<file path="src/hw/lpd_consts.svh">
// constants for the led pwm duty block: offsets, codes, reset values, timing
`ifndef LPD_CONSTS_SVH
`define LPD_CONSTS_SVH

// register byte offsets
`define LPD_OFS_PHASE_LOW   12'h000
`define LPD_OFS_PHASE_HIGH  12'h004
`define LPD_OFS_INTENS_LO   12'h008
`define LPD_OFS_INTENS_HI   12'h00C
`define LPD_OFS_INTENS_9    12'h010
`define LPD_OFS_STATUS      12'h014

// reset values
`define LPD_RST_PHASE       8'h00
`define LPD_RST_INTENS      4'h0
`define LPD_RST_NINTH       1'b0
`define LPD_RST_STEP        4'h0

// last pwm step of the cycle and the static code
`define LPD_STEP_LAST       4'hF
`define LPD_CODE_STATIC     4'hF

// output timing: 16 steps, one per 16-clock wrap of the step divider
`define LPD_STEP_NS         160
`define LPD_CLK_NS          10

`endif

</file>
<file path="src/hw/lpd_pkg.sv">
// types for the led pwm duty block
package lpd_pkg;

  // one apb request as seen by the slave
  typedef struct packed {
    logic        psel;
    logic        penable;
    logic        pwrite;
    logic [11:0] paddr;
    logic [31:0] pwdata;
  } lpd_apb_req_type;

  // apb answer
  typedef struct packed {
    logic        pready;
    logic        pslverr;
    logic [31:0] prdata;
  } lpd_apb_rsp_type;

  // step-divider states, one-hot
  typedef enum logic [1:0] {
    LPD_ST_HOLD = 2'b01,
    LPD_ST_RUN  = 2'b10
  } lpd_state_type;

endpackage

</file>
<file path="src/hw/lpd_top.sv">
// led output pwm duty generator with apb register access, blink disabled
`timescale 1ns/10ps
`include "lpd_consts.svh"

// Notes on behaviour
// - phase 0 bit picks on-time level
// - bit clear: low for setting+1 of 16
// - bit clear, code 15: static low
// - bit set inverts duty; code 15 static off
// - full code ignores gating, glitch-free static
// - first eight phase bits share one register
// - ninth phase bit in separate register
module lpd_top #(
  parameter int NUM_OUT = 9
) (
  // clock and reset
  input  wire logic                     clk_i,
  input  wire logic                     rst_n_i,
  // apb slave
  input  wire lpd_pkg::lpd_apb_req_type apb_req_i,
  output      lpd_pkg::lpd_apb_rsp_type apb_rsp_o,
  // master timeslot gate from the intensity sequencer
  input  wire logic                     slot_gate_i,
  // open-drain outputs: low enable means the pin sinks
  output      logic [NUM_OUT-1:0]       sink_o,
  output      logic [NUM_OUT-1:0]       sink_oe_n_o
);
  import lpd_pkg::*;

  localparam int STEP_CYC = `LPD_STEP_NS / `LPD_CLK_NS;  // clocks per pwm step
  localparam int DW       = $clog2(STEP_CYC);

  //////////////////////////////////////////////////////////////////////////////
  // register file
  logic [7:0]         phase_low;          // phase bits of outputs one to eight
  logic               phase_ninth;        // phase bit of the ninth output
  logic [4*NUM_OUT-1:0] intens;           // 4-bit setting per output
  lpd_apb_rsp_type    rsp;                // registered answer

  // address decode
  wire acc      = apb_req_i.psel & apb_req_i.penable;
  wire wr       = acc & apb_req_i.pwrite;
  wire hit_pl   = apb_req_i.paddr == `LPD_OFS_PHASE_LOW;
  wire hit_ph   = apb_req_i.paddr == `LPD_OFS_PHASE_HIGH;
  wire hit_il   = apb_req_i.paddr == `LPD_OFS_INTENS_LO;
  wire hit_ih   = apb_req_i.paddr == `LPD_OFS_INTENS_HI;
  wire hit_i9   = apb_req_i.paddr == `LPD_OFS_INTENS_9;
  wire hit_st   = apb_req_i.paddr == `LPD_OFS_STATUS;
  wire mapped   = hit_pl | hit_ph | hit_il | hit_ih | hit_i9 | hit_st;
  wire [7:0] wd = apb_req_i.pwdata[7:0];

  // read mux; status shows the live pin sink state
  // status reads the flopped pins, so it trails a phase write by one clock
  wire [31:0] next_rdata =
      hit_pl ? {24'h000000, phase_low} :
      hit_ph ? {31'h00000000, phase_ninth} :
      hit_il ? {16'h0000, intens[15:0]} :
      hit_ih ? {16'h0000, intens[31:16]} :
      hit_i9 ? {28'h0000000, intens[35:32]} :
      hit_st ? {23'h000000, ~sink_oe_n_o} : 32'h00000000;

  // phase writes: eight outputs switch together in one write, ninth apart
  always_ff @(posedge clk_i or negedge rst_n_i) begin
    if (!rst_n_i) begin
      phase_low   <= `LPD_RST_PHASE;
      phase_ninth <= `LPD_RST_NINTH;
    end else begin
      if (wr && hit_pl) phase_low <= wd;
      if (wr && hit_ph) phase_ninth <= wd[0];
    end
  end

  // intensity writes, two settings per byte
  always_ff @(posedge clk_i or negedge rst_n_i) begin
    if (!rst_n_i) begin
      intens <= '0;
    end else begin
      if (wr && hit_il) intens[15:0]  <= apb_req_i.pwdata[15:0];
      if (wr && hit_ih) intens[31:16] <= apb_req_i.pwdata[15:0];
      if (wr && hit_i9) intens[35:32] <= apb_req_i.pwdata[3:0];
    end
  end

  // answer one cycle after setup: pready on first access cycle, zero wait
  // decoding in setup lets the answer stand in the first access cycle;
  // a slower decode would cost a wait state on every transfer
  always_ff @(posedge clk_i or negedge rst_n_i) begin
    if (!rst_n_i) begin
      rsp <= '0;
    end else begin
      rsp.pready  <= apb_req_i.psel & ~apb_req_i.penable;
      rsp.pslverr <= apb_req_i.psel & ~apb_req_i.penable & ~mapped;
      rsp.prdata  <= (apb_req_i.psel & ~apb_req_i.penable) ? next_rdata : 32'h00000000;
    end
  end
  assign apb_rsp_o = rsp;

  //////////////////////////////////////////////////////////////////////////////
  // pwm step generator: 16 steps per cycle
  lpd_state_type st;
  logic [DW-1:0] div;                      // clocks within one step
  logic [3:0]    step;                     // step within the pwm cycle
  wire step_end = div == DW'(STEP_CYC - 1);

  // free running after reset; hold state through reset and for the first clock after reset release
  always_ff @(posedge clk_i or negedge rst_n_i) begin
    if (!rst_n_i) begin
      st   <= LPD_ST_HOLD;
      div  <= '0;
      step <= `LPD_RST_STEP;
    end else begin
      case (st)
        LPD_ST_HOLD: begin
          st <= LPD_ST_RUN;
        end
        LPD_ST_RUN: begin
          div <= step_end ? '0 : div + 1'b1;
          if (step_end) step <= step + 4'h1;
        end
        default: begin
          st <= LPD_ST_HOLD;
        end
      endcase
    end
  end

  //////////////////////////////////////////////////////////////////////////////
  // per-output duty decision
  wire [NUM_OUT-1:0] phase_all = {phase_ninth, phase_low};
  logic [NUM_OUT-1:0] next_sink;

  // low portion is steps 0..setting; full code is static and skips gating
  // the gate only masks the pwm on-time; a closed gate leaves a phase-set
  // output sinking, since its off portion is the on-time inverted
  function automatic logic drive_low(input logic [3:0] set, input logic [3:0] stp,
                                     input logic ph, input logic gate);
    logic on;
    on = (stp <= set) & gate;
    if (set == `LPD_CODE_STATIC) drive_low = ~ph;
    else drive_low = ph ? ~on : on;
  endfunction

  genvar g;
  generate
    for (g = 0; g < NUM_OUT; g++) begin : g_out
      assign next_sink[g] = drive_low(intens[4*g +: 4], step, phase_all[g], slot_gate_i);
    end
  endgenerate

  // pins from flops so static levels stay glitch-free
  // the data level stays low: an open-drain pin only moves its enable
  always_ff @(posedge clk_i or negedge rst_n_i) begin
    if (!rst_n_i) begin
      sink_o      <= '0;
      sink_oe_n_o <= '1;
    end else begin
      sink_o      <= '0;
      sink_oe_n_o <= ~next_sink;
    end
  end

  //////////////////////////////////////////////////////////////////////////////
  // checks
  // most checks watch the first output; the ninth has its own pair below,
  // because it decodes from a separate setting and phase register
  a_static_low_hold: assert property (@(posedge clk_i) disable iff (!rst_n_i)
    (intens[3:0] == `LPD_CODE_STATIC && !phase_low[0])[*2] |=> !sink_oe_n_o[0])
    else $error("full code with phase clear did not sink");
  a_static_off_hold: assert property (@(posedge clk_i) disable iff (!rst_n_i)
    (intens[3:0] == `LPD_CODE_STATIC && phase_low[0])[*2] |=> sink_oe_n_o[0])
    else $error("full code with phase set drove low");
  a_duty_low_part: assert property (@(posedge clk_i) disable iff (!rst_n_i)
    (intens[3:0] != `LPD_CODE_STATIC && !phase_low[0] && slot_gate_i && step <= intens[3:0])
    |=> !sink_oe_n_o[0])
    else $error("low portion missing");
  a_duty_high_part: assert property (@(posedge clk_i) disable iff (!rst_n_i)
    (intens[3:0] != `LPD_CODE_STATIC && !phase_low[0] && step > intens[3:0])
    |=> sink_oe_n_o[0])
    else $error("output sinks outside its duty");
  a_inverted_duty: assert property (@(posedge clk_i) disable iff (!rst_n_i)
    (intens[3:0] != `LPD_CODE_STATIC && phase_low[0] && slot_gate_i && step <= intens[3:0])
    |=> sink_oe_n_o[0])
    else $error("inverted duty wrong");
  a_gate_ignored: assert property (@(posedge clk_i) disable iff (!rst_n_i)
    (intens[3:0] == `LPD_CODE_STATIC && !slot_gate_i && !phase_low[0]) |=> !sink_oe_n_o[0])
    else $error("static output followed gating");
  a_group_write: assert property (@(posedge clk_i) disable iff (!rst_n_i)
    (wr && hit_pl) |=> phase_low == $past(wd))
    else $error("shared phase write lost");
  a_ninth_apart: assert property (@(posedge clk_i) disable iff (!rst_n_i)
    (wr && hit_pl) |=> $stable(phase_ninth))
    else $error("ninth phase changed with the group");
  a_step_advance: assert property (@(posedge clk_i) disable iff (!rst_n_i)
    (st == LPD_ST_RUN && step_end) |=> step == $past(step) + 4'h1)
    else $error("pwm step did not advance");

  // inverted duty: past the setting's steps the pin sinks whatever the gate
  a_inverted_sink: assert property (@(posedge clk_i) disable iff (!rst_n_i)
    (intens[3:0] != `LPD_CODE_STATIC && phase_low[0] && step > intens[3:0])
    |=> !sink_oe_n_o[0])
    else $error("inverted duty did not sink");

  // ninth output decodes from its own setting and phase bit
  a_ninth_static: assert property (@(posedge clk_i) disable iff (!rst_n_i)
    (intens[35:32] == `LPD_CODE_STATIC && !phase_ninth)[*2] |=> !sink_oe_n_o[NUM_OUT-1])
    else $error("ninth output full code did not sink");
  a_ninth_duty: assert property (@(posedge clk_i) disable iff (!rst_n_i)
    (intens[35:32] != `LPD_CODE_STATIC && !phase_ninth && step > intens[35:32])
    |=> sink_oe_n_o[NUM_OUT-1])
    else $error("ninth output sinks outside its duty");

  // a ninth phase write lands and leaves the shared group alone
  a_ninth_write: assert property (@(posedge clk_i) disable iff (!rst_n_i)
    (wr && hit_ph) |=> phase_ninth == $past(wd[0]))
    else $error("ninth phase write lost");
  a_group_apart: assert property (@(posedge clk_i) disable iff (!rst_n_i)
    (wr && hit_ph) |=> $stable(phase_low))
    else $error("group phase changed with the ninth");

  // zero wait states: every access cycle is answered at once
  a_ready_first: assert property (@(posedge clk_i) disable iff (!rst_n_i)
    (apb_req_i.psel && apb_req_i.penable) |-> rsp.pready)
    else $error("access cycle without ready");
  // unmapped addresses are refused with an error and empty data
  a_unmapped_err: assert property (@(posedge clk_i) disable iff (!rst_n_i)
    (acc && !mapped) |-> (rsp.pslverr && rsp.prdata == 32'h00000000))
    else $error("unmapped access not refused");
endmodule

</file>
<file path="config.mk">
export PLATFORM = sky130hd
export DESIGN_NAME = lpd_top
export DESIGN_NICKNAME = d
export VERILOG_FILES = /design/src/hw/lpd_pkg.sv /design/src/hw/lpd_top.sv
export VERILOG_INCLUDE_DIRS = /design/src /design/src/hw
export SDC_FILE = /design/constraint.sdc
export NUM_CORES = 1
export LEC_CHECK = 0
export BUFFER_PORTS_ARGS = -buffer_cell sky130_fd_sc_hd__buf_4
export CORE_AREA = 2 2 92 94
export CTS_BUF_LIST = sky130_fd_sc_hd__clkbuf_2
export CTS_CLUSTER_SIZE = 12
export DETAILED_ROUTE_END_ITERATION = 6
export DIE_AREA = 0 0 94 96
export PLACE_DENSITY = 0.9
export SYNTH_ARGS = -nofsm -noshare
export SYNTH_HDL_FRONTEND = slang
export SYNTH_SLANG_ARGS = --single-unit
export TNS_END_PERCENT = 1
</file>
<file path="constraint.sdc">
create_clock -name clk_i -period 3.2 [get_ports clk_i]
set_input_delay 0.16 -clock clk_i [delete_from_list [all_inputs] [get_ports clk_i]]
set_output_delay 0.16 -clock clk_i [all_outputs]
set_load 0.02 [all_outputs]
</file>
-- Word-level counts from Yosys, hierarchy flattened
Index checks and enable logic that the tools add are counted.
- add/sub/neg operators: 2
- reduce and logical (&&, ||, !) cells: 7
- bitwise logic cells: 40
- multipliers: 0
- div/mod/pow operators: 0
- shift-type cells: 0
- equality and inequality tests: 17
- magnitude comparators: 9
- multiplexer cells: 27
- operators by type and width (kind ; number):
    $mux W16 ; 5
    $eq A4 B4 Y1 const B ; 10
    $le A4 B4 Y1 ; 9
    $eq A12 B4 Y1 const B ; 2
    $eq A12 B5 Y1 const B ; 2
    $not A1 Y1 ; 20
    $mux W1 ; 18
    $mux W9 ; 2
    $not A9 Y9 ; 2
    $and A1 B1 Y1 ; 13
    $eq A12 B3 Y1 const B ; 1
    $logic_not A12 Y1 ; 1
    $add A4 B1 Y4 const B ; 2
    $logic_and A1 B1 Y1 ; 5
    $or A1 B1 Y1 ; 5
    $mux W4 ; 1
    $pmux W2 S2 ; 1
    $eq A2 B1 Y1 const B ; 1
    $eq A2 B2 Y1 const B ; 1
    $reduce_and A2 Y1 ; 1
- ROM bits: 0
- RAM bits: 0
- memories kept: 0
- register bits: 82
- latch bits: 0

-- Longest topological paths before layout
Gate-level depths: netlist (run 1).
- word-level depth: 8
- gate-level depth with buffers: 6

-- Worst setup path before layout (run 1)
OpenSTA, ideal clock, no wires.
- path type: input to register
- from: in apb_req_i[39] in the netlist's numbering
- to: reg intens[21]
- path slack: 1.442 ns
- setup time: 0.125 ns
- cell stages on the path: 6
- data arrival time: 1.633 ns
- path buffers: 2
- cells stage by stage: or4_4 > nor3_2 > and3_1 > buf_4 > buf_6 > mux2_2
- longest elaborated chain between the ends: 2
- ends and longest elaborated chain (what ; line ; RTL):
    from (decl) ; lpd_top.sv:20 ; input wire lpd_pkg::lpd_apb_req_type apb_req_i,
    $eq A12 B4 Y1 (no line) ; - ;
    $logic_and A1 B1 Y1 ; lpd_top.sv:79 ; if (wr && hit_ih) intens[31:16] <= apb_req_i.pwdata[15:0];
    to (signal assigned) ; lpd_top.sv:79 ;
    to (decl) ; lpd_top.sv:37 ; logic [4*NUM_OUT-1:0] intens;
No other way between the ends.
A chain may end at the register's enable or synchronous reset.

-- Worst setup path in the final report (run 1)
- from: in apb_req_i[36] in the netlist's numbering
- to: reg intens[22]
Same word-level chain as after synthesis.

==> out/metrics.cfg, run 1 <==
[place]
gp_congestion = 0.8783
place_hpwl_mm = 7.434
portBuffers = 60

[sta]
rsz0062_at_grt = no
final.period_utilization_pct = 67.50
skew_ps = 24.83
max-slew-margin-rel_pct = 34.74
tns_ps = 0
worst_pin_slew_ps = 978.9
setup_viol = 0
period_minus_slack_ps = 2160
slew_violations = 0
finalHoldViolCount = 0
max_freq_ghz = 0.4630

[power]
leakage_uw = 0.002617
p_total_uw = 1732
power_density_nw_per_um2 = 319.7
peakVddDrop_uv = 209.1

[global_route]
antenna_found_initial = 0
busiest_layer = met2
met1_usage_pct = 30.89
grt_pass1_wl_mm = 16.93
grt_overflow_total = 0
grt_use_met2_pct = 42.68
grt_max_degree = 83
grt_pass1_vias = 3420
use_met3_pct = 3.524
grt_usage_pct = 24.81

[yosys]
yosys_most_used_dff = dfrtp_1
synth_top_area_share_pct = 38.70
synth.most_common_cell = dfrtp_1
syn_inst = 415
synthTopCellsByCount = dfrtp_1 (72), ha_1 (38), mux2_2 (34)
ys_seq_elements = 82
ys.warnings.count = 0
avgSynthCellArea_um2 = 11.22
ys_async_sr_fraction_pct = 100.0
synth_edf_count = 0
syn-cell-area_um2 = 4656
yosysSeqAreaShare_pct = 44.34
synth_area_leaders = dfrtp_1 (39%), ha_1 (10%), mux2_2 (8.2%)
synth.distinct_cells = 44
yosys.area.top_type = dfrtp_1

[drt]
drtPass1Iterations = 4
first_iter_violations = 216
viasPerCell = 5.796
wl_per_cell_um = 17.52
wl_mm = 10.65
vias = 3524
ant_nets = 0
remaining_drc_errors = 0

[floorplan]
num_rows = 33
ios = 102
start_util_pct = 57.82
die_x_um = 94
placeableCoreArea_um2 = 8051
die_h_um = 96
die-area_um2 = 9024

[cts]
cts_inserted_buffers = 9
insertion_delay_ps = 540
cts_root_buf = clkbuf_2
clock_sinks = 82
htreeDepth = 3
clk_pin_slew_ps = 200
tritoncts = built
clockBufferDepth = 2

[setup_path]
crit_fanout = 11
crit_chain = dlygate4sd3_1, buf_4, nand2b_1, nor2_1, and3_1, buf_4, mux2_2
path_buf_inv = 3
critPathMaxStageDelay_ps = 540
r2r_end = sink_oe_n_o[2]
reg2regPathDepth = 5
rrSetupSlack_ps = 1050
worstSetupEndpointType = flip-flop
critical_path.top_delay_family = simple AND/OR/NAND/NOR gates
crit_slowest_cell = dlygate4sd3_1
path_common_cell = buf_4
worstReg2RegStart = step[2]
required_ps = 3640
setup.worst_path.start_class = input pin
cp_data_arrival_time_ps = 2600
critPathKind = in -> reg

[outcome]
status = finished, final reports clean

[hold_path]
whs_path_depth = 3
min_to = apb_rsp_o[32]
worstHoldStart = apb_req_i[46]
hold_class = in -> reg

[final_layout]
syn_to_final_growth_pct = 16.34
drive_gt1_share_pct = 28.23
final_nets = 586
n_antenna_cell = 0

[flow_run]
drv_cap = 0

-- area by class of cell --
class | instances | area, µm²
Fill cell | 571 | 2635
Multi-Input combinational cell | 291 | 2312
Sequential cell | 82 | 2064
Timing Repair Buffer | 84 | 685.7
Tap cell | 105 | 131.4
Inverter | 30 | 112.6
Clock buffer | 11 | 55.05
Clock inverter | 5 | 55.05
-- report_power, final --
| part | internal, µW | switching (µW) |
|---|---|---|
| Sequential | 1040 | 2.22 |
| Combinational | 62.2 | 92.2 |
| Clock | 183 | 349 |
-- registers in the layout, indices dropped and copies added (netlist names) --
signal and cells:
intens 36, apb_rsp_o 18, sink_oe_n_o 9, phase_low 8, div 4, step 4
st 2, phase_ninth 1
-- routing by layer --
| metal | share of wire (%) | vias to the layer above |
|---|---|---|
| met1 | 39 | 1762 |
| met5 | 0 | - |
| met3 | 5.7 | 35 |
| met4 | 3.2 | 0 |
| met2 | 52 | 142 |
| li1 | - | 1585 |
-- cell families (layout without fill, tap and decap cells) --
kind of cell               count (synthesis)  in the layout  synth area share, %
and+or+nand+nor                           99             99                11.93
DFF                                       82             82                44.34
buffers and inverters                     66            130                7.928
muxes                                     63             63                15.80
AOI/OAI and AO/OA                         51             51                6.880
adders and majority gates                 38             38                10.21
xor gates and xnor gates                  15             15                2.822
other                                      1             25              0.08055
-- worst reg2reg max path: cells and delay by family (launching register included) --
family                   cells  cell delay [ps]
AO/OA/AOI/OAI                3              810
flip-flops                   1              720
adder cells (fa/ha/maj)      1              350
XOR/XNOR                     1              190
-- layout by cell type (no fill, tap or decap), types with 4 or more instances in the layout --
master / netlist / layout
conb_1: 1 / 25
mux2i_1: 18 / 18
nand2_1: 8 / 8
clkbuf_2: 0 / 11
a2bb2oi_1: 5 / 5
or2_2: 4 / 4
xnor2_1: 14 / 14
dlygate4sd3_1: 0 / 22
o21ai_0: 14 / 14
nand4_1: 11 / 11
and3_1: 9 / 9
o311ai_0: 8 / 8
dfstp_2: 10 / 10
ha_1: 38 / 38
dfrtp_1: 72 / 72
a21oi_1: 18 / 18
nor2_1: 25 / 25
nand3_1: 14 / 14
inv_1: 30 / 30
mux2_4: 10 / 10
nor2b_1: 5 / 5
nand2b_1: 10 / 10
mux2_2: 34 / 34
buf_4: 26 / 62
-- metrics by stage --
step	area, µm²	cells	setup WS, ps	hold WS (ps)	util [%]
after floorplan	4746	439	1442	-135.6	-
after CTS	5416	608	1078	11.37	67.27
after global placement	5086	570	842.4	368.6	63.17
final	5416	608	1040	51.93	67.27
after detailed placement	5086	570	789.6	371.4	63.17
after global routing	5416	608	980.8	24.24	67.27
-- timing repair --
item                                   in CTS  in global routing
hold buffers                               22                  0
buffers inserted                            0                  0
resized for setup                           0                  0
endpoints found under the hold margin     122                  0
-- how the worst max path moves through the flow --
stage	cells past startpoint	startpoint	end	slack, ps
floorplan	6	apb_req_i[39]	intens[21]	1440
global placement	7	apb_req_i[39]	intens[16]	840
detailed placement	7	apb_req_i[39]	intens[22]	790
CTS	5	step[2]	sink_oe_n_o[2]	1080
global route	5	step[2]	sink_oe_n_o[8]	980
finish	7	apb_req_i[36]	intens[22]	1040
Note: power is estimated with default switching activity, not from simulation.
==> run 2: changes to the inputs <==
CORE_AREA = 2 2 94 96   (was 2 2 92 94)
DIE_AREA = 0 0 96 98   (was 0 0 94 96)
PLACE_DENSITY = 0.86   (was 0.9)
clock period = 2.1 ns   (was 3.2 ns; I/O delays follow)
==> out/metrics.cfg, run 2 (synthesis gave the netlist of run 1 again) <==
[flow_run]
drv_cap = 0  ; unchanged

[cts]
clockBufferDepth = 2  ; unchanged
postCtsSetupBuffers = 0  ; unchanged
htreeDepth = 3  ; unchanged
clock_sinks = 82  ; unchanged
tritoncts = built
cts_inserted_buffers = 9  ; unchanged
cts_root_buf = clkbuf_2
insertion_delay_ps = 560  ; +20 ps
clk_pin_slew_ps = 270  ; +70 ps

[sta]
max_freq_ghz = 0.5126
finalHoldViolCount = 0  ; unchanged
period_minus_slack_ps = 1951
rsz0062_at_grt = no
worst_pin_slew_ps = 662.0  ; -316.9 ps
tns_ps = 0  ; unchanged
holdWs_ps = 41.30  ; -10.63 ps
max-slew-margin-rel_pct = 55.25  ; +21 points
skew_ps = 31.73  ; +6.899 ps
final.period_utilization_pct = 92.89
slew_violations = 0  ; unchanged
setup_viol = 0  ; unchanged

[floorplan]
die_x_um = 96  ; +2.1%
placeableCoreArea_um2 = 8466  ; +5.1%
ios = 102  ; unchanged
die-area_um2 = 9408  ; +4.3%
die_h_um = 98  ; +2.1%
start_util_pct = 55.00  ; -2.8 points
num_rows = 34  ; +3.0%

[hold_path]
worstHoldStart = apb_req_i[34]
whs_path_depth = 3  ; unchanged
min_to = apb_rsp_o[10]
hold_class = in -> reg

[global_route]
grt_overflow_total = 0  ; unchanged
grt_max_degree = 46  ; -45%
grt_usage_pct = 25.42  ; +0.61 points
grt_pass1_wl_mm = 18.35  ; +8.4%
antenna_found_initial = 0  ; unchanged
grt_pass1_vias = 3686  ; +7.8%

[setup_path]
worstReg2RegStart = step[2]
setup.worst_path.start_class = flip-flop
r2r_end = sink_oe_n_o[8]
required_ps = 2580  ; -1060 ps
crit_fanout = 11  ; unchanged
rrSetupSlack_ps = 150  ; -900 ps
worstSetupEndpointType = flip-flop
reg2regPathDepth = 6  ; +1
critPathKind = reg -> reg
cp_data_arrival_time_ps = 2430  ; -170 ps

[final_layout]
stdcell_area_um2 = 5528  ; +2.1%
final_nets = 594  ; +1.4%
largest_reg_flops = 36  ; unchanged
syn_to_final_growth_pct = 18.73
drive_gt1_share_pct = 29.75  ; +1.5 points
mostFrequentLayoutCells = dfrtp_1 (69), buf_4 (67), ha_1 (38)
regMostFlops = intens
mostFrequentLayoutCell = dfrtp_1
n_antenna_cell = 0  ; unchanged

[drt]
remaining_drc_errors = 0  ; unchanged
highest_layer = met4
met1_length_mm = 4.271  ; +4.0%
first_iter_violations = 263  ; +22%
wl_per_cell_um = 17.92  ; +2.3%
viasPerCell = 5.711  ; -1.5%
met2_wirelength_mm = 5.974  ; +6.9%
route.met3.wl_um = 542  ; -11%
ant_nets = 0  ; unchanged
drtPass1Iterations = 4  ; unchanged
vias = 3535  ; +0.31%
wl_mm = 11.09  ; +4.2%

[place]
place_hpwl_mm = 7.714  ; +3.8%
gp_congestion = 0.8789  ; about the same
portBuffers = 60  ; unchanged
placed_area_um2 = 5167  ; +1.6%

[outcome]
status = finished, final reports clean

[power]
p_total_uw = 2747  ; +59%
peakVddDrop_uv = 271.0  ; +30%
leakage_uw = 0.002666  ; +1.8%
power_density_nw_per_um2 = 497.0  ; +55%

## run 2: final cells by class
cell class	count	area (µm²)
fill	613	2938
clock buffer	9	45.04
tap	108	135.1
timing repair buffer	92	773.2
multi-input combinational	291	2312
inverter	30	112.6
clock inverter	7	81.33
sequential	82	2068
## run 2: routing by layer
metal | vias up | GRT usage (%)
met4 | 0 | 11.87
met5 | - | 0
met3 | 31 | 4.475
met1 | 1770 | 30.30
li1 | 1603 | -
met2 | 131 | 43.80
## run 2: how the worst max path moves through the flow
stage / from / to / slack (ps) / cells past startpoint
after global placement: step[2] / sink_oe_n_o[8] / 50 / 6
after global routing: step[2] / sink_oe_n_o[8] / 40 / 6
after CTS: step[2] / sink_oe_n_o[8] / 50 / 6
after floorplan: apb_req_i[39] / intens[21] / 400 / 6
after detailed placement: step[2] / sink_oe_n_o[8] / 30 / 6
final: step[2] / sink_oe_n_o[8] / 150 / 6
## run 2: critical path, stage by stage (launching register included)
cell,delay [ps]
dfrtp_2,590
ha_1,330
o21ai_0,160
a21oi_1,60
o311ai_1,420
buf_4,200
xnor2_1,110
## run 2: repair_timing
item	CTS	global route
hold buffers	23	0
gates resized for setup	3	1
setup endpoints to repair	1	1
hold endpoints to repair	128	0
## run 2: where the power goes
group	internal, µW	switching, µW
sequential	1590	3.34
combinational	103	146
clock	295	611
## run 2: metrics by stage
| step | worst slack (ps) | std cells | utilization [%] |
|---|---|---|---|
| after floorplan | 397.1 | 439 | - |
| after global placement | 45.69 | 580 | 61.04 |
| after detailed placement | 28.21 | 580 | 61.04 |
| after CTS | 49.05 | 619 | 65.30 |
| after global routing | 43.68 | 619 | 65.30 |
| final | 149.3 | 619 | 65.30 |
==> run 3: changes to the inputs <==
SETUP_SLACK_MARGIN = 0.15   (was not set)
==> out/metrics.cfg, run 3 (synthesis gave the netlist of run 1 again) <==
[power]
p_total_uw = 2748  ; about the same
power_density_nw_per_um2 = 495.1  ; -0.39%
leakage_uw = 0.002680  ; +0.54%
peakVddDrop_uv = 271.0  ; about the same

[sta]
tns_ps = 0  ; unchanged
setup_viol = 0  ; unchanged
rsz0062_at_grt = yes
finalHoldViolCount = 0  ; unchanged
max_freq_ghz = 0.5392  ; +5.2%
max-slew-margin-rel_pct = 55.59  ; +0.35 points
slew_violations = 0  ; unchanged
period_minus_slack_ps = 1855  ; -96.03 ps
worst_pin_slew_ps = 656.8  ; -5.154 ps
skew_ps = 33.32  ; +1.587 ps
final.period_utilization_pct = 88.32  ; -4.6 points

[setup_path]
crit_chain = ha_1, o21ai_0, a21oi_1, o311ai_0, buf_4, xnor2_1
worstReg2RegStart = step[2]
rrSetupSlack_ps = 250  ; +100 ps
required_ps = 2580  ; about the same
critPathKind = reg -> reg
worstSetupEndpointType = flip-flop
cp_data_arrival_time_ps = 2330  ; -100 ps
reg2regPathDepth = 6  ; unchanged
crit_slowest_cell = dfrtp_2
r2r_end = sink_oe_n_o[2]
crit_fanout = 11  ; unchanged
critPathMaxStageDelay_ps = 580  ; about the same
setup.worst_path.start_class = flip-flop

[floorplan]
num_rows = 34  ; unchanged
die_x_um = 96  ; unchanged
die-area_um2 = 9408  ; unchanged
start_util_pct = 55.00  ; unchanged
die_h_um = 98  ; unchanged
ios = 102  ; unchanged
placeableCoreArea_um2 = 8466  ; unchanged

[hold_path]
hold_class = in -> reg
worstHoldStart = apb_req_i[46]
whs_path_depth = 5  ; +2
min_to = intens[34]

[cts]
tritoncts = built
htreeDepth = 3  ; unchanged
cts_root_buf = clkbuf_2
clock_sinks = 82  ; unchanged
insertion_delay_ps = 550  ; about the same
cts_inserted_buffers = 9  ; unchanged
clk_pin_slew_ps = 270  ; about the same
clockBufferDepth = 2  ; unchanged

[global_route]
grt_max_degree = 46  ; unchanged
grt_pass1_vias = 3686  ; unchanged
grt_overflow_total = 0  ; unchanged
grt_pass1_wl_mm = 18.35  ; unchanged
antenna_found_initial = 0  ; unchanged
grt_usage_pct = 25.42  ; unchanged

[final_layout]
largest_reg_flops = 36  ; unchanged
filler_cell_count = 613  ; unchanged
regArea_um2 = 2068  ; unchanged
multi_input_comb_area_um2 = 2320  ; +0.32%
n_antenna_cell = 0  ; unchanged
final_nets = 596  ; +0.34%
regMostFlops = intens
mostFrequentLayoutCells = dfrtp_1 (69), buf_4 (69), ha_1 (38)
drive_gt1_share_pct = 30.21  ; +0.47 points
syn_to_final_growth_pct = 19.22

[drt]
met1_length_mm = 4.252  ; -0.44%
first_iter_violations = 214  ; -19%
remaining_drc_errors = 0  ; unchanged
highest_layer = met4
met2_wirelength_mm = 6.017  ; +0.72%
ant_nets = 0  ; unchanged
vias = 3539  ; +0.11%
wl_mm = 11.20  ; +0.95%
wl_per_cell_um = 18.03  ; +0.62%
route.met3.wl_um = 563  ; +3.9%
drtPass1Iterations = 4  ; unchanged
viasPerCell = 5.699  ; -0.21%

[outcome]
status = finished, final reports clean

[flow_run]
drv_cap = 0  ; unchanged

[place]
gp_congestion = 0.8789  ; unchanged
portBuffers = 60  ; unchanged
place_hpwl_mm = 7.714  ; unchanged

run 3: cell types whose count changed in the layout (fill, tap and decap cells not counted), sizes merged:
cell	before	now
buf	69	71
run 3: area by class of cell:
| type | instances | share of cell area [%] |
|---|---|---|
| clock inverters | 7 | 1.465 |
| multi-input cells | 291 | 41.79 |
| repair buffers | 94 | 14.20 |
| well taps | 108 | 2.435 |
| clock buffers | 9 | 0.8115 |
| flip-flops and latches | 82 | 37.26 |
| inverters | 30 | 2.029 |
run 3: what timing repair did:
action | in CTS | in global routing
pin swaps | 0 | 0
hold buffers | 23 | 0
setup buffers | 0 | 2
hold endpoints to repair | 128 | 0
resized for setup | 4 | 2
setup endpoints to repair | 5 | 6
run 3: metrics by stage:
stage                     cells  hold slack (ps)  setup slack, ps  cell area, µm²  util (%)
after floorplan             439           -190.6            397.1            4746         -
after global placement      580            132.7            45.69            5167     61.04
after detailed placement    580            148.2            28.21            5167     61.04
after CTS                   619            12.69            204.0            5528     65.30
after global routing        621            52.56            106.7            5550     65.56
final                       621            41.55            245.3            5550     65.56
run 3: how the worst max path moves through the flow:
| stage | start | endpoint | slack [ps] | depth (start not counted) |
|---|---|---|---|---|
| after floorplan | apb_req_i[39] | intens[21] | 400 | 6 |
| after global placement | step[2] | sink_oe_n_o[8] | 50 | 6 |
| after detailed placement | step[2] | sink_oe_n_o[8] | 30 | 6 |
| after CTS | step[2] | sink_oe_n_o[8] | 200 | 6 |
| after global routing | step[2] | sink_oe_n_o[4] | 110 | 6 |
| final | step[2] | sink_oe_n_o[2] | 250 | 6 |
run 3: per-layer routing:
layer  track usage (%)  vias up
met5                 0        -
met1             30.30     1768
met2             43.80      128
met3             4.475       38
li1                  -     1605
met4             11.87        0
run 3: report_power, final:
| group | internal (µW) | switching [µW] | leakage [µW] |
|---|---|---|---|
| Combinational | 103 | 147 | 0.00154 |
| Sequential | 1590 | 3.45 | 0.00106 |
| Clock | 295 | 610 | 0.0000739 |
| Total | 1990 | 760 | 0.00268 |
run 3: worst max-delay path, delay by kind of cell (launching register included):
| kind | cells | cell delay [ps] |
|---|---|---|
| xor gates and xnor gates | 1 | 120 |
| adders and majority gates | 1 | 330 |
| AOI/OAI and AO/OA | 3 | 570 |
| buffers and inverters | 1 | 180 |
| DFF | 1 | 580 |
